<file path="src/sbs_map.svh">
// Register indices, field positions, reset values and timing counts of the servo brake sequencer.
// Notes on behaviour
// - An overflow alarm is raised whenever the deviation counter exceeds the programmed threshold, which is settable in single pulses from 1 to 83886080;
//   the threshold register takes any 32-bit value, 0 included, with no limit.
// - The overflow threshold resets to 41943040 pulses and a written value takes effect at once.
// - The four brake timing settings act only while the brake control output function is enabled.
// - With a positive servo-on wait, servo-on asserts the brake control output first and excites the motor after that many milliseconds.
// - With a negative servo-on wait, servo-on excites the motor at once and asserts the brake control output after the magnitude in milliseconds.
// - With the motor stopped, servo-off deasserts the brake control output at once.
// - Motor power is removed the servo-off wait times 10 ms after servo-off, and the default of 0 means no delay.
// - After servo-off the brake action happens once the motor speed falls below the brake speed threshold, default 100 rpm.
// - After servo-off the brake action happens once the elapsed time exceeds the brake wait times 10 ms, default 50.
// - The post-servo-off brake action happens on whichever of the speed and time conditions is met first.
// - All five settings take effect as soon as they are written, with no restart.
`ifndef SBS_MAP_SVH
`define SBS_MAP_SVH

`define SBS_IDX_DEV_THR       14'h335c
`define SBS_IDX_ON_WAIT       14'h335d
`define SBS_IDX_OFF_WAIT      14'h335e
`define SBS_IDX_BRK_SPEED     14'h335f
`define SBS_IDX_BRK_WAIT      14'h3360
`define SBS_IDX_CTRL          14'h3370
`define SBS_IDX_STATUS        14'h3371
`define SBS_IDX_IRQ_STAT      14'h3372
`define SBS_IDX_IRQ_MASK      14'h3373

`define SBS_RST_DEV_THR       32'h02800000
`define SBS_RST_ON_WAIT       16'h0000
`define SBS_RST_OFF_WAIT      16'h0000
`define SBS_RST_BRK_SPEED     16'h0064
`define SBS_RST_BRK_WAIT      16'h0032
`define SBS_RST_CTRL          32'h00000001
`define SBS_RST_IRQ_MASK      32'h00000000

`define SBS_CTRL_BRK_EN       0
`define SBS_ST_BRAKE          0
`define SBS_ST_EXCITE         1
`define SBS_ST_ALARM          2
`define SBS_ST_STATE_LO       4
`define SBS_IRQ_ALARM         0
`define SBS_IRQ_BRAKE_OFF     1
`define SBS_IRQ_EXCITE_ON     2
`define SBS_IRQ_EXCITE_OFF    3
`define SBS_IRQ_BITS          4

`define SBS_CLK_NS            50
`define SBS_TICK_NS           1000000
`define SBS_UNIT_MS           10
`define SBS_MS_MAX            13'h1fff

`endif

</file>
<file path="src/sbs_pkg.sv">
// Types shared by the servo brake sequencer modules.
package sbs_pkg;

	typedef enum logic [1:0] {
		SBS_OFF,
		SBS_ON_SEQ,
		SBS_ON,
		SBS_OFF_SEQ
	} sbs_state_e;

	typedef struct packed {
		logic [31:0] devThr;
		logic [15:0] onWait;
		logic [15:0] offWait;
		logic [15:0] brkSpeed;
		logic [15:0] brkWait;
		logic        brkEn;
	} sbs_cfg_s;

	typedef struct packed {
		logic brake;
		logic excite;
		logic alarm;
	} sbs_out_s;

endpackage : sbs_pkg

</file>
<file path="src/sbs_ms_tick.sv">
// Millisecond tick divider with a restart input.
module sbs_ms_tick #(
	parameter int CYCLES = 20000
) (
	input  wire logic clk,
	input  wire logic nrst,
	input  wire logic restart,
	output logic      tick
);

	logic [14:0] divCnt_reg;
	wire         atEnd = (divCnt_reg == 15'(CYCLES - 1));

	// Restarting the divider makes every wait start on a full millisecond.
	always_ff @(posedge clk or negedge nrst) begin
		if (!nrst) begin
			divCnt_reg <= 15'h0000;
		end else if (restart || atEnd) begin
			divCnt_reg <= 15'h0000;
		end else begin
			divCnt_reg <= divCnt_reg + 15'h0001;
		end
	end

	assign tick = atEnd && !restart;

endmodule : sbs_ms_tick

</file>
<file path="src/sbs_dev_cmp.sv">
// Deviation magnitude comparator that raises the overflow alarm.
module sbs_dev_cmp (
	input  wire logic        clk,
	input  wire logic        nrst,
	input  wire logic [31:0] deviation,
	input  wire logic [31:0] threshold,
	output logic             alarm
);

	// One extra bit keeps the magnitude of the most negative count exact.
	wire [32:0] devMag = deviation[31] ? (33'h000000000 - {deviation[31], deviation})
	                                   : {1'b0, deviation};
	wire        over   = devMag > {1'b0, threshold};

	always_ff @(posedge clk or negedge nrst) begin
		if (!nrst) begin
			alarm <= 1'b0;
		end else begin
			alarm <= over;
		end
	end

endmodule : sbs_dev_cmp

</file>
<file path="src/sbs_top.sv">
// Servo brake sequencer top: APB registers, brake and excitation sequencing, interrupts.
`include "sbs_map.svh"

module sbs_top
	import sbs_pkg::*;
#(
	parameter int MS_CYCLES = `SBS_TICK_NS / `SBS_CLK_NS
) (
	input  wire logic        clk,
	input  wire logic        nrst,
	input  wire logic [15:0] paddr,
	input  wire logic        psel,
	input  wire logic        penable,
	input  wire logic        pwrite,
	input  wire logic [31:0] pwdata,
	output logic      [31:0] prdata,
	output logic             pready,
	output logic             pslverr,
	input  wire logic        servoCmd,
	input  wire logic [15:0] motorSpeed,
	input  wire logic [31:0] deviation,
	output logic             brakeCtrlOut,
	output logic             motorExcite,
	output logic             devAlarm,
	output logic             irq
);

	sbs_cfg_s   cfg_reg;
	sbs_out_s   out_reg;
	sbs_out_s   out_next;
	sbs_state_e state_reg;
	sbs_state_e state_next;
	logic [`SBS_IRQ_BITS-1:0] irqStat_reg;
	logic [`SBS_IRQ_BITS-1:0] irqStat_next;
	logic [`SBS_IRQ_BITS-1:0] irqMask_reg;
	logic [31:0] prdata_reg;
	logic [31:0] prdata_next;
	logic        servoPrev_reg;
	logic [12:0] msCnt_reg;
	logic        msTick;
	logic        alarm;

	// Bus decode.
	wire [13:0] regIdx   = paddr[15:2];
	wire        aligned  = (paddr[1:0] == 2'h0);
	wire        hitThr   = aligned && (regIdx == `SBS_IDX_DEV_THR);
	wire        hitOnW   = aligned && (regIdx == `SBS_IDX_ON_WAIT);
	wire        hitOffW  = aligned && (regIdx == `SBS_IDX_OFF_WAIT);
	wire        hitSpd   = aligned && (regIdx == `SBS_IDX_BRK_SPEED);
	wire        hitBrkW  = aligned && (regIdx == `SBS_IDX_BRK_WAIT);
	wire        hitCtrl  = aligned && (regIdx == `SBS_IDX_CTRL);
	wire        hitStat  = aligned && (regIdx == `SBS_IDX_STATUS);
	wire        hitIrqS  = aligned && (regIdx == `SBS_IDX_IRQ_STAT);
	wire        hitIrqM  = aligned && (regIdx == `SBS_IDX_IRQ_MASK);
	wire        hitAny   = hitThr | hitOnW | hitOffW | hitSpd | hitBrkW
	                     | hitCtrl | hitStat | hitIrqS | hitIrqM;
	wire        access   = psel && penable;
	wire        wrEn     = access && pwrite && hitAny;
	wire        rdEn     = access && !pwrite && hitAny;
	wire        rdLoad   = psel && !penable && !pwrite && hitAny;
	wire        wrThr    = wrEn && hitThr;
	wire        wrOnW    = wrEn && hitOnW;
	wire        wrOffW   = wrEn && hitOffW;
	wire        wrSpd    = wrEn && hitSpd;
	wire        wrBrkW   = wrEn && hitBrkW;
	wire        wrCtrl   = wrEn && hitCtrl;
	wire        wrIrqM   = wrEn && hitIrqM;
	wire        irqRdClr = rdEn && hitIrqS;

	assign pready  = 1'b1;
	assign pslverr = access && !hitAny;
	assign prdata  = prdata_reg;

	wire [31:0] statusWord = {26'h0000000, state_reg, 1'b0,
	                          out_reg.alarm, out_reg.excite, out_reg.brake};

	assign prdata_next = hitThr  ? cfg_reg.devThr :
	                     hitOnW  ? {16'h0000, cfg_reg.onWait} :
	                     hitOffW ? {16'h0000, cfg_reg.offWait} :
	                     hitSpd  ? {16'h0000, cfg_reg.brkSpeed} :
	                     hitBrkW ? {16'h0000, cfg_reg.brkWait} :
	                     hitCtrl ? {31'h00000000, cfg_reg.brkEn} :
	                     hitStat ? statusWord :
	                     hitIrqS ? {28'h0000000, irqStat_reg} :
	                     hitIrqM ? {28'h0000000, irqMask_reg} :
	                               32'h00000000;

	// Settings are read live by the sequencer, so a write acts on the next cycle.
	always_ff @(posedge clk or negedge nrst) begin
		if (!nrst) begin
			cfg_reg.devThr <= `SBS_RST_DEV_THR;
		end else if (wrThr) begin
			cfg_reg.devThr <= pwdata;
		end
	end

	always_ff @(posedge clk or negedge nrst) begin
		if (!nrst) begin
			cfg_reg.onWait <= `SBS_RST_ON_WAIT;
		end else if (wrOnW) begin
			cfg_reg.onWait <= pwdata[15:0];
		end
	end

	always_ff @(posedge clk or negedge nrst) begin
		if (!nrst) begin
			cfg_reg.offWait <= `SBS_RST_OFF_WAIT;
		end else if (wrOffW) begin
			cfg_reg.offWait <= pwdata[15:0];
		end
	end

	always_ff @(posedge clk or negedge nrst) begin
		if (!nrst) begin
			cfg_reg.brkSpeed <= `SBS_RST_BRK_SPEED;
		end else if (wrSpd) begin
			cfg_reg.brkSpeed <= pwdata[15:0];
		end
	end

	always_ff @(posedge clk or negedge nrst) begin
		if (!nrst) begin
			cfg_reg.brkWait <= `SBS_RST_BRK_WAIT;
		end else if (wrBrkW) begin
			cfg_reg.brkWait <= pwdata[15:0];
		end
	end

	always_ff @(posedge clk or negedge nrst) begin
		if (!nrst) begin
			cfg_reg.brkEn <= 1'(`SBS_RST_CTRL);
		end else if (wrCtrl) begin
			cfg_reg.brkEn <= pwdata[`SBS_CTRL_BRK_EN];
		end
	end

	always_ff @(posedge clk or negedge nrst) begin
		if (!nrst) begin
			irqMask_reg <= `SBS_IRQ_BITS'(`SBS_RST_IRQ_MASK);
		end else if (wrIrqM) begin
			irqMask_reg <= pwdata[`SBS_IRQ_BITS-1:0];
		end
	end

	// Read data is loaded in the setup cycle, so it already stands in the access cycle in
	// which the master takes it; pready can then stay high with no wait state.
	always_ff @(posedge clk or negedge nrst) begin
		if (!nrst) begin
			prdata_reg <= 32'h00000000;
		end else if (rdLoad) begin
			prdata_reg <= prdata_next;
		end
	end

	// Alarm comparator and millisecond time base.
	sbs_dev_cmp u_cmp (
		.clk       (clk),
		.nrst      (nrst),
		.deviation (deviation),
		.threshold (cfg_reg.devThr),
		.alarm     (alarm)
	);

	wire servoEdge = servoCmd ^ servoPrev_reg;

	sbs_ms_tick #(
		.CYCLES (MS_CYCLES)
	) u_tick (
		.clk     (clk),
		.nrst    (nrst),
		.restart (servoEdge),
		.tick    (msTick)
	);

	// Elapsed milliseconds since the last servo transition, saturating.
	always_ff @(posedge clk or negedge nrst) begin
		if (!nrst) begin
			msCnt_reg <= 13'h0000;
		end else if (servoEdge) begin
			msCnt_reg <= 13'h0000;
		end else if (msTick && (msCnt_reg != `SBS_MS_MAX)) begin
			msCnt_reg <= msCnt_reg + 13'h0001;
		end
	end

	// Wait thresholds in milliseconds, recomputed from the live settings.
	wire        onNeg     = cfg_reg.onWait[15];
	wire [15:0] onMagW    = onNeg ? (16'h0000 - cfg_reg.onWait) : cfg_reg.onWait;
	wire [12:0] onMag     = onMagW[12:0];
	wire [19:0] offMsW    = cfg_reg.offWait * 4'(`SBS_UNIT_MS);
	wire [19:0] brkMsW    = cfg_reg.brkWait * 4'(`SBS_UNIT_MS);
	wire        onExcDue  = onNeg || (msCnt_reg >= onMag);
	wire        onBrkDue  = !onNeg || (msCnt_reg >= onMag);
	wire        offExcDue = {7'h00, msCnt_reg} >= offMsW;
	wire        spdNeg    = motorSpeed[15];
	wire [15:0] spdMag    = spdNeg ? (16'h0000 - motorSpeed) : motorSpeed;
	wire        spdLow    = spdMag < cfg_reg.brkSpeed;
	wire        timeOver  = {7'h00, msCnt_reg} > brkMsW;
	wire        offBrkDue = spdLow || timeOver;
	// A stopped motor or a zero off wait acts on the servo-off edge itself, before the
	// restarted millisecond count could be seen.
	wire        offPwKeep = offMsW != 20'h00000;

	always_comb begin
		state_next = state_reg;
		out_next   = out_reg;
		out_next.alarm = alarm;
		if (!cfg_reg.brkEn) begin
			// Without the brake function the motor follows the command directly.
			state_next      = servoCmd ? SBS_ON : SBS_OFF;
			out_next.excite = servoCmd;
			out_next.brake  = 1'b0;
		end else begin
			case (state_reg)
				SBS_OFF: begin
					if (servoCmd) begin
						state_next      = SBS_ON_SEQ;
						out_next.brake  = !onNeg || (onMag == 13'h0000);
						out_next.excite = onNeg || (onMag == 13'h0000);
					end
				end
				SBS_ON_SEQ: begin
					if (!servoCmd) begin
						state_next      = SBS_OFF_SEQ;
						out_next.brake  = out_reg.brake & !spdLow;
						out_next.excite = out_reg.excite & offPwKeep;
					end else begin
						out_next.brake  = out_reg.brake | onBrkDue;
						out_next.excite = out_reg.excite | onExcDue;
						if (out_next.brake && out_next.excite) begin
							state_next = SBS_ON;
						end
					end
				end
				SBS_ON: begin
					if (!servoCmd) begin
						state_next      = SBS_OFF_SEQ;
						out_next.brake  = out_reg.brake & !spdLow;
						out_next.excite = out_reg.excite & offPwKeep;
					end
				end
				SBS_OFF_SEQ: begin
					if (servoCmd) begin
						state_next      = SBS_ON_SEQ;
						out_next.brake  = out_reg.brake | !onNeg;
						out_next.excite = out_reg.excite | onNeg;
					end else begin
						out_next.brake  = out_reg.brake & !offBrkDue;
						out_next.excite = out_reg.excite & !offExcDue;
						if (!out_next.brake && !out_next.excite) begin
							state_next = SBS_OFF;
						end
					end
				end
				default: begin
					state_next = SBS_OFF;
				end
			endcase
		end
	end

	always_ff @(posedge clk or negedge nrst) begin
		if (!nrst) begin
			state_reg     <= SBS_OFF;
			out_reg       <= '0;
			servoPrev_reg <= 1'b0;
		end else begin
			state_reg     <= state_next;
			out_reg       <= out_next;
			servoPrev_reg <= servoCmd;
		end
	end

	assign brakeCtrlOut = out_reg.brake;
	assign motorExcite  = out_reg.excite;
	assign devAlarm     = out_reg.alarm;

	// Sticky events; a new event in the clearing read cycle survives the clear.
	// The read clears only the bits that it returned, so an event that lands between the
	// setup and access cycles is kept for the next read.
	logic [`SBS_IRQ_BITS-1:0] irqEvent;
	wire  [`SBS_IRQ_BITS-1:0] irqClr = {`SBS_IRQ_BITS{irqRdClr}} & prdata_reg[`SBS_IRQ_BITS-1:0];
	assign irqEvent[`SBS_IRQ_ALARM]      = alarm && !out_reg.alarm;
	assign irqEvent[`SBS_IRQ_BRAKE_OFF]  = out_reg.brake && !out_next.brake;
	assign irqEvent[`SBS_IRQ_EXCITE_ON]  = !out_reg.excite && out_next.excite;
	assign irqEvent[`SBS_IRQ_EXCITE_OFF] = out_reg.excite && !out_next.excite;
	assign irqStat_next = (irqStat_reg & ~irqClr) | irqEvent;

	genvar gi;
	generate
		for (gi = 0; gi < `SBS_IRQ_BITS; gi++) begin : g_irq
			always_ff @(posedge clk or negedge nrst) begin
				if (!nrst) begin
					irqStat_reg[gi] <= 1'b0;
				end else begin
					irqStat_reg[gi] <= irqStat_next[gi];
				end
			end
		end
	endgenerate

	assign irq = |(irqStat_reg & irqMask_reg);

endmodule : sbs_top

</file>
<file path="config.mk">
export PLATFORM = sky130hd
export DESIGN_NAME = sbs_top
export DESIGN_NICKNAME = d
export VERILOG_FILES = /design/src/sbs_pkg.sv /design/src/sbs_ms_tick.sv /design/src/sbs_dev_cmp.sv /design/src/sbs_top.sv
export VERILOG_INCLUDE_DIRS = /design/src
export SDC_FILE = /design/constraint.sdc
export NUM_CORES = 1
export LEC_CHECK = 0
export ABC_AREA = 1
export BUFFER_PORTS_ARGS = -buffer_cell sky130_fd_sc_hd__buf_4
export CAP_MARGIN = 20
export CORE_MARGIN = 8
export CORE_UTILIZATION = 30
export CTS_BUF_LIST = sky130_fd_sc_hd__clkbuf_16
export DETAILED_ROUTE_END_ITERATION = 6
export PLACE_DENSITY = 0.52
export SLEW_MARGIN = 20
export SYNTH_ARGS = -nofsm -noshare
export SYNTH_HDL_FRONTEND = slang
export SYNTH_SLANG_ARGS = --single-unit
</file>
<file path="constraint.sdc">
create_clock -name clk -period 3.4 [get_ports clk]
set_clock_uncertainty 0.1 [all_clocks]
set_input_delay 0.34 -clock clk [delete_from_list [all_inputs] [get_ports clk]]
set_output_delay 0.34 -clock clk [all_outputs]
set_load 0.005 [all_outputs]
</file>
==> reports/qor.yml, run 1 <==
die:
  core_um2: 45000
  start_util_pct: 30.1
  num_rows: 78
  ios: 140
  die_h_um: 229
  die_w_um: 229
  dieArea_um2: 52200
synth:
  syn_avg_cell_area_um2: 7.10
  synthDistinctLibCells: 50
  synthCells: 1909
  synth-edff-count: 0
  ys_seq_area_share_pct: 31.8
  synth-warning-count: 0
  ys.flop_type: "dfrtp_1"
  synth_area_leader_cell: "dfrtp_1"
  synth_nets: 2163
  synth_async_sr_flop_share_pct: 100
  synth_area_leaders: "dfrtp_1, nand2_1, ha_1, inv_1, o21ai_0"
  ys_ff_latch: 172
  syn-cell-area_um2: 13600
  synth_top_area_share_pct: 30.1
global_routing:
  overflow: 0
  grt_pass1_vias: 13336
  grtUsageTotal_pct: 17.3
  grt_pass1_wl_mm: 73.2
  antenna_found_initial: 0
  grt_max_degree: 73
timing:
  setup_violations: 0
  timing.hold.ws_ps: 14.3
  maxSlewViolCount: 0
  final_hold_viol_count: 0
  post-route-period-util_pct: 98.9
  rsz0062_at_grt: "true"
  slew_headroom_pct: 51.3
  fin_crit_ps: 3360
  fmax_mhz: 297
  tightest_slew_ps: 731
  setup_ws_ps: 36.1
critical_path:
  endpoint_kind: "flip-flop"
  r2r_start: "cfg_reg[2]"
  worst_r2r_endpoint: "state_reg[0]"
  crit_arrival_ps: 3620
  rrSetupSlack_ps: 40
  timing.critical_path.from_type: "flip-flop"
  crit_type: "flip-flop to flip-flop"
  critical_path_required_ps: 3650
  reg2reg_depth: 20
  crit_fanout: 3
clocking:
  cts_root_buf: "clkbuf_16"
  clock-sinks: 172
  clk_path_buf_depth: 2
  htreeDepth: 4
  clkSlewWorstSetupHoldPaths_ps: 80
  cts_buffers: 17
  cts_tree: "yes"
  clkLatencyLatePin_ps: 470
worst_hold_path:
  hold_path_class: "input pin to flip-flop"
  min_from: "pwdata[22]"
  hold_path_end: "cfg_reg[87]"
  holdPathStages: 3
place:
  dp.final_hpwl_mm: 36.8
  port_buffers: 138
  pre_cts_slack_ps: -222
  place_congestion: 0.894
  dp.cells: 2685
job:
  timing.max_cap.violations: 0
layout:
  fillers: 4697
  final_util_pct: 38.1
  finalNetCount: 2383
  largest_register_ffs: 97
  area_growth_syn_to_layout_pct: 26.5
  layout_commonest_cell: "nand2_1"
  layout_common_cells: "nand2_1, inv_1, buf_4"
  drive_gt1_share_pct: 18.0
  stdcell_count: 2742
  seqCellArea_um2: 4320
  antenna_cells: 0
  multi_input_area_um2: 8560
routing:
  ant_nets: 0
  route.vias.total: 13332
  first_pass_iters: 5
  viasPerCell: 4.86
  drc: 0
  wl_per_cell_um: 16.7
  drt-initial-drc-count: 1026
  wl_mm: 45.7
pwr:
  p_leak_nw: 8.34
  peakVddDrop_mv: 0.258
  power_mw: 5.05
  p_per_area_nw_per_um2: 294
status:
  outcome: "completed"
worst max path at each step:
stage	startpoint	end	slack (ps)	cells past startpoint
floorplan	cfg_reg[2]	state_reg[0]	230	20
global placement	cfg_reg[40]	irqStat_reg[2]	-190	25
detailed placement	cfg_reg[40]	irqStat_reg[2]	-220	25
CTS	cfg_reg[39]	irqStat_reg[2]	-1	27
global route	cfg_reg[2]	state_reg[0]	-170	21
finish	cfg_reg[2]	state_reg[0]	40	20
synth_stat cells (12+ instances only):
cell        n
nand2_1   503
inv_1     278
dfrtp_1   163
nor2_1    160
ha_1      150
o21ai_0   143
nand3_1   115
a21oi_1    84
xor2_1     34
clkbuf_1   32
nor3_1     31
nand4_1    30
xnor2_1    28
o21ai_1    22
o31ai_1    21
a221oi_1   13
o221ai_1   12
report_power, final:
group          switching [mW]  total [mW]  internal, mW  leakage (nW)
combinational           0.541       0.900         0.359          5.75
clock                   0.974        2.01          1.04         0.285
sequential             0.0518        2.14          2.09          2.31
worst max-delay path, stage by stage, from the launching register on:
cell     delay (ps)
dfstp_2         560
ha_4            210
ha_4            160
fa_2            410
nand4_1         100
nand3_2          90
xnor2_1         140
ha_1            300
nand4_1         130
nor2_1          180
nand2_1          80
nand4_1          80
nand2_1          50
nand2_1          50
nand2_1          50
nor2_2           90
nand3_2         140
nand3_2         120
nand3_2          90
nand3_1          80
nand2_1          50
layout make-up:
type	count	share of cell area [%]
sequential	172	25.2
inverter	281	6.15
multi-input combinational	1414	49.9
tap	600	4.38
clock inverter	15	0.912
timing repair buffer	243	11.0
clock buffer	17	2.48
layer usage:
metal  track usage [%]  part of all wire, %
met5                 0                    0
met4              4.21                  1.7
met3              2.41                  3.0
met2              29.1                   48
met1              23.3                   47
kinds of logic (layout without fill, tap and decap cells):
family / after synthesis / after routing / share of synthesized area, %
compound gates: 325 / 325 / 13.6
other cells: 1 / 1 / 0.0277
flops: 172 / 172 / 31.8
xor+xnor: 62 / 62 / 4.01
fa+ha+maj: 152 / 152 / 14.1
buf+inv: 323 / 556 / 9.14
simple gates: 874 / 874 / 27.2
timing repair:
| action | in CTS | in global routing |
|---|---|---|
| hold endpoints to repair | 69 | 0 |
| pin swaps | 10 | 35 |
| setup buffers | 7 | 11 |
| hold buffers | 7 | 0 |
| gates resized for setup | 39 | 68 |
| setup endpoints to repair | 7 | 8 |
metrics by stage:
step | cell area, µm² | TNS [ps]
6_report | 17100 | 0
5_1_grt | 17100 | -784
4_1_cts | 16700 | -1.12
3_5_place_dp | 15800 | -1370
3_3_place_gp | 15800 | -916
2_1_floorplan | 13600 | 0
Note: power is estimated with default switching activity, not from simulation.
==> inputs of run 2 (changes only) <==
- CORE_MARGIN: 8 -> unset
- PLACE_DENSITY: 0.52 -> unset
==> run 2 against run 1 <==
Against the previous run:
- the run now ends with negative setup slack left
- count of clock-buffer cells in the layout did not move
- die area fell by 12%
- clock power barely moved
- cell count fell by 1.2%
- fmax fell by 1.6%
- setup slack got worse by 53 ps
- combinational power fell by 3.8%
- routed wire length fell by 5.5%
- first-iteration DRC count fell by 18%
- sequential share of layout area rose by 0.40 points
- sequential power barely moved
==> reports/qor.yml, run 2 (synthesis results as in run 1) <==
status:
  outcome: "finished with violations"
  violations: "negative setup slack"
layout:
  stdcell_count: 2709  # -1.2%
  finalNetCount: 2358  # -1.0%
  layout_common_cells: "nand2_1, inv_1, buf_4"
  antenna_cells: 0  # unchanged
  drive_gt1_share_pct: 16.8  # -1.2 points
  area_growth_syn_to_layout_pct: 24.5
  final_util_pct: 38.0  # -0.11 points
  largest_register_ffs: 97  # unchanged
  layout_commonest_cell: "nand2_1"
job:
  timing.max_cap.violations: 0  # unchanged
critical_path:
  cp_slowest_stage_delay_ps: 560  # about the same
  crit_arrival_ps: 3640  # +20 ps
  cp_cell_sequence: "ha_4 -> ha_4 -> fa_2 -> nand4_1 -> nand3_2 -> xnor2_2 -> ha_1 -> nand4_1 -> nor2_1 -> nand4_1 -> nor2_1 -> nor2_1 -> nand3_1 -> nor2_2 -> nand3_2 -> nand3b_1 -> nand2_1 -> nand3_2 -> nand2_1 -> nand2_1"
  worst_r2r_endpoint: "irqStat_reg[1]"
  r2r_start: "cfg_reg[2]"
  reg2reg_depth: 20  # unchanged
  crit_fanout: 3  # unchanged
  cp_num_buf_inv: 0  # unchanged
  critical_path_required_ps: 3620  # -30 ps
  endpoint_kind: "flip-flop"
  cp_slowest_cell: "dfstp_2"
  rrSetupSlack_ps: -20  # -50 ps
  critical_path.top_delay_family: "simple AND/OR/NAND/NOR gates"
  crit_type: "flip-flop to flip-flop"
  timing.critical_path.from_type: "flip-flop"
place:
  port_buffers: 138  # unchanged
  pre_cts_slack_ps: -162  # +60.2 ps
  dp.final_hpwl_mm: 34.5  # -6.3%
  dp.cells: 2668  # -0.63%
  place_congestion: 0.896  # +0.13%
pwr:
  internal_power_mw: 3.53  # +1.4%
  netSwitchingPower_mw: 1.50  # -4.1%
  p_leak_nw: 8.18  # -1.8%
  power_mw: 5.03  # -0.29%
  swShare_pct: 29.8  # -1.2 points
  combPwrFrac_pct: 17.2  # -0.6 points
  p_per_area_nw_per_um2: 298  # +1.3%
  peakVddDrop_mv: 0.347  # +35%
  pwr-share-seq_pct: 42.5  # +0.2 points
  power_frac_clock_pct: 40.3  # +0.5 points
timing:
  tightest_slew_ps: 716  # -14.9 ps
  fin_crit_ps: 3420  # +53.4 ps
  fmax_mhz: 293  # -1.6%
  rsz0062_at_grt: "true"
  setup_violations: 1  # +1
  final_hold_viol_count: 0  # unchanged
  maxSlewViolCount: 0  # unchanged
  setup_ws_ps: -17.3  # -53.4 ps
  post-route-period-util_pct: 101  # +1.6 points
  slew_headroom_pct: 51.8  # +0.55 points
worst_hold_path:
  hold_path_end: "cfg_reg[90]"
  hold_path_class: "input pin to flip-flop"
  min_from: "pwdata[25]"
  holdPathStages: 3  # unchanged
clocking:
  clkLatencyLatePin_ps: 450  # -20 ps
  cts_root_buf: "clkbuf_16"
  clock-sinks: 172  # unchanged
  htreeDepth: 4  # unchanged
  cts_buffers: 17  # unchanged
  clkSlewWorstSetupHoldPaths_ps: 80  # about the same
  clk_path_buf_depth: 2  # unchanged
  cts_tree: "yes"
die:
  core_um2: 44400  # -1.3%
  die_w_um: 215  # -6.1%
  num_rows: 77  # -1.3%
  ios: 140  # unchanged
  dieArea_um2: 46000  # -12%
  start_util_pct: 30.5  # +0.39 points
  die_h_um: 215  # -6.1%
routing:
  drc: 0  # unchanged
  wl_per_cell_um: 15.9  # -4.3%
  drt-initial-drc-count: 842  # -18%
  viasPerCell: 4.91  # +0.94%
  route.vias.total: 13295  # -0.28%
  first_pass_iters: 5  # unchanged
  wl_mm: 43.2  # -5.5%
  ant_nets: 0  # unchanged
global_routing:
  grt_max_degree: 88  # +21%
  grtUsageTotal_pct: 18.4  # +1.0 points
  grt_pass1_wl_mm: 67.7  # -7.5%
  overflow: 0  # unchanged
  grt_pass1_vias: 12717  # -4.6%
  antenna_found_initial: 0  # unchanged
==> run 2: final cells by class <==
cell class / instances / area (µm²)
Fill cell: 4634 / 27500
Multi-Input combinational cell: 1414 / 8510
Sequential cell: 172 / 4320
Timing Repair Buffer: 218 / 1660
Inverter: 281 / 1050
Tap cell: 592 / 741
Clock buffer: 17 / 425
Clock inverter: 15 / 160
==> run 2: what timing repair did <==
action	4_1_cts	5_1_grt
setup endpoints to repair	7	8
buffers inserted	2	6
resized for setup	18	72
hold endpoints to repair	52	0
pin swaps	10	25
hold buffers	1	0
==> run 2: worst register-to-register path: cells and delay by family, from the launching register on <==
family        cells  cell delay (ps)
simple gates     15             1450
fa+ha+maj         4             1020
flops             1              560
xor+xnor          1              160
==> run 2: stage by stage <==
stage	cell area, µm²	TNS (ps)	hold slack (ps)
6_report	16900	-17.3	16.9
5_1_grt	16900	-627	15.5
4_1_cts	16400	0	6.41
2_1_floorplan	13600	0	-55.6
3_5_place_dp	15700	-818	245
3_3_place_gp	15700	-258	242
==> run 2: worst max-delay path by stage <==
| stage | startpoint | endpoint | slack (ps) | depth (start not counted) |
|---|---|---|---|---|
| 5_1_grt | cfg_reg[6] | irqStat_reg[1] | -150 | 21 |
| 3_3_place_gp | cfg_reg[36] | irqStat_reg[3] | -70 | 25 |
| 4_1_cts | cfg_reg[36] | irqStat_reg[2] | 1 | 22 |
| 6_report | cfg_reg[2] | irqStat_reg[1] | -20 | 20 |
| 2_1_floorplan | cfg_reg[2] | state_reg[0] | 230 | 20 |
| 3_5_place_dp | cfg_reg[2] | state_reg[1] | -160 | 20 |
==> run 2: power groups by stage <==
stage                     clock network, mW  logic, mW  registers [mW]
final                                  2.03      0.866            2.14
after global routing                   2.13      0.989            2.15
after CTS                              2.06      0.853            2.14
after detailed placement                  0      0.846            2.18
after global placement                    0      0.828            2.18
after floorplan                           0      0.500            2.16
==> run 2: layer usage <==
metal,part of all wire (%),vias to the layer above,GRT usage (%)
met5,0,-,0
met4,2.2,0,5.05
met3,4.3,57,2.68
met2,47,287,30.5
met1,46,6273,24.8
li1,-,6678,-
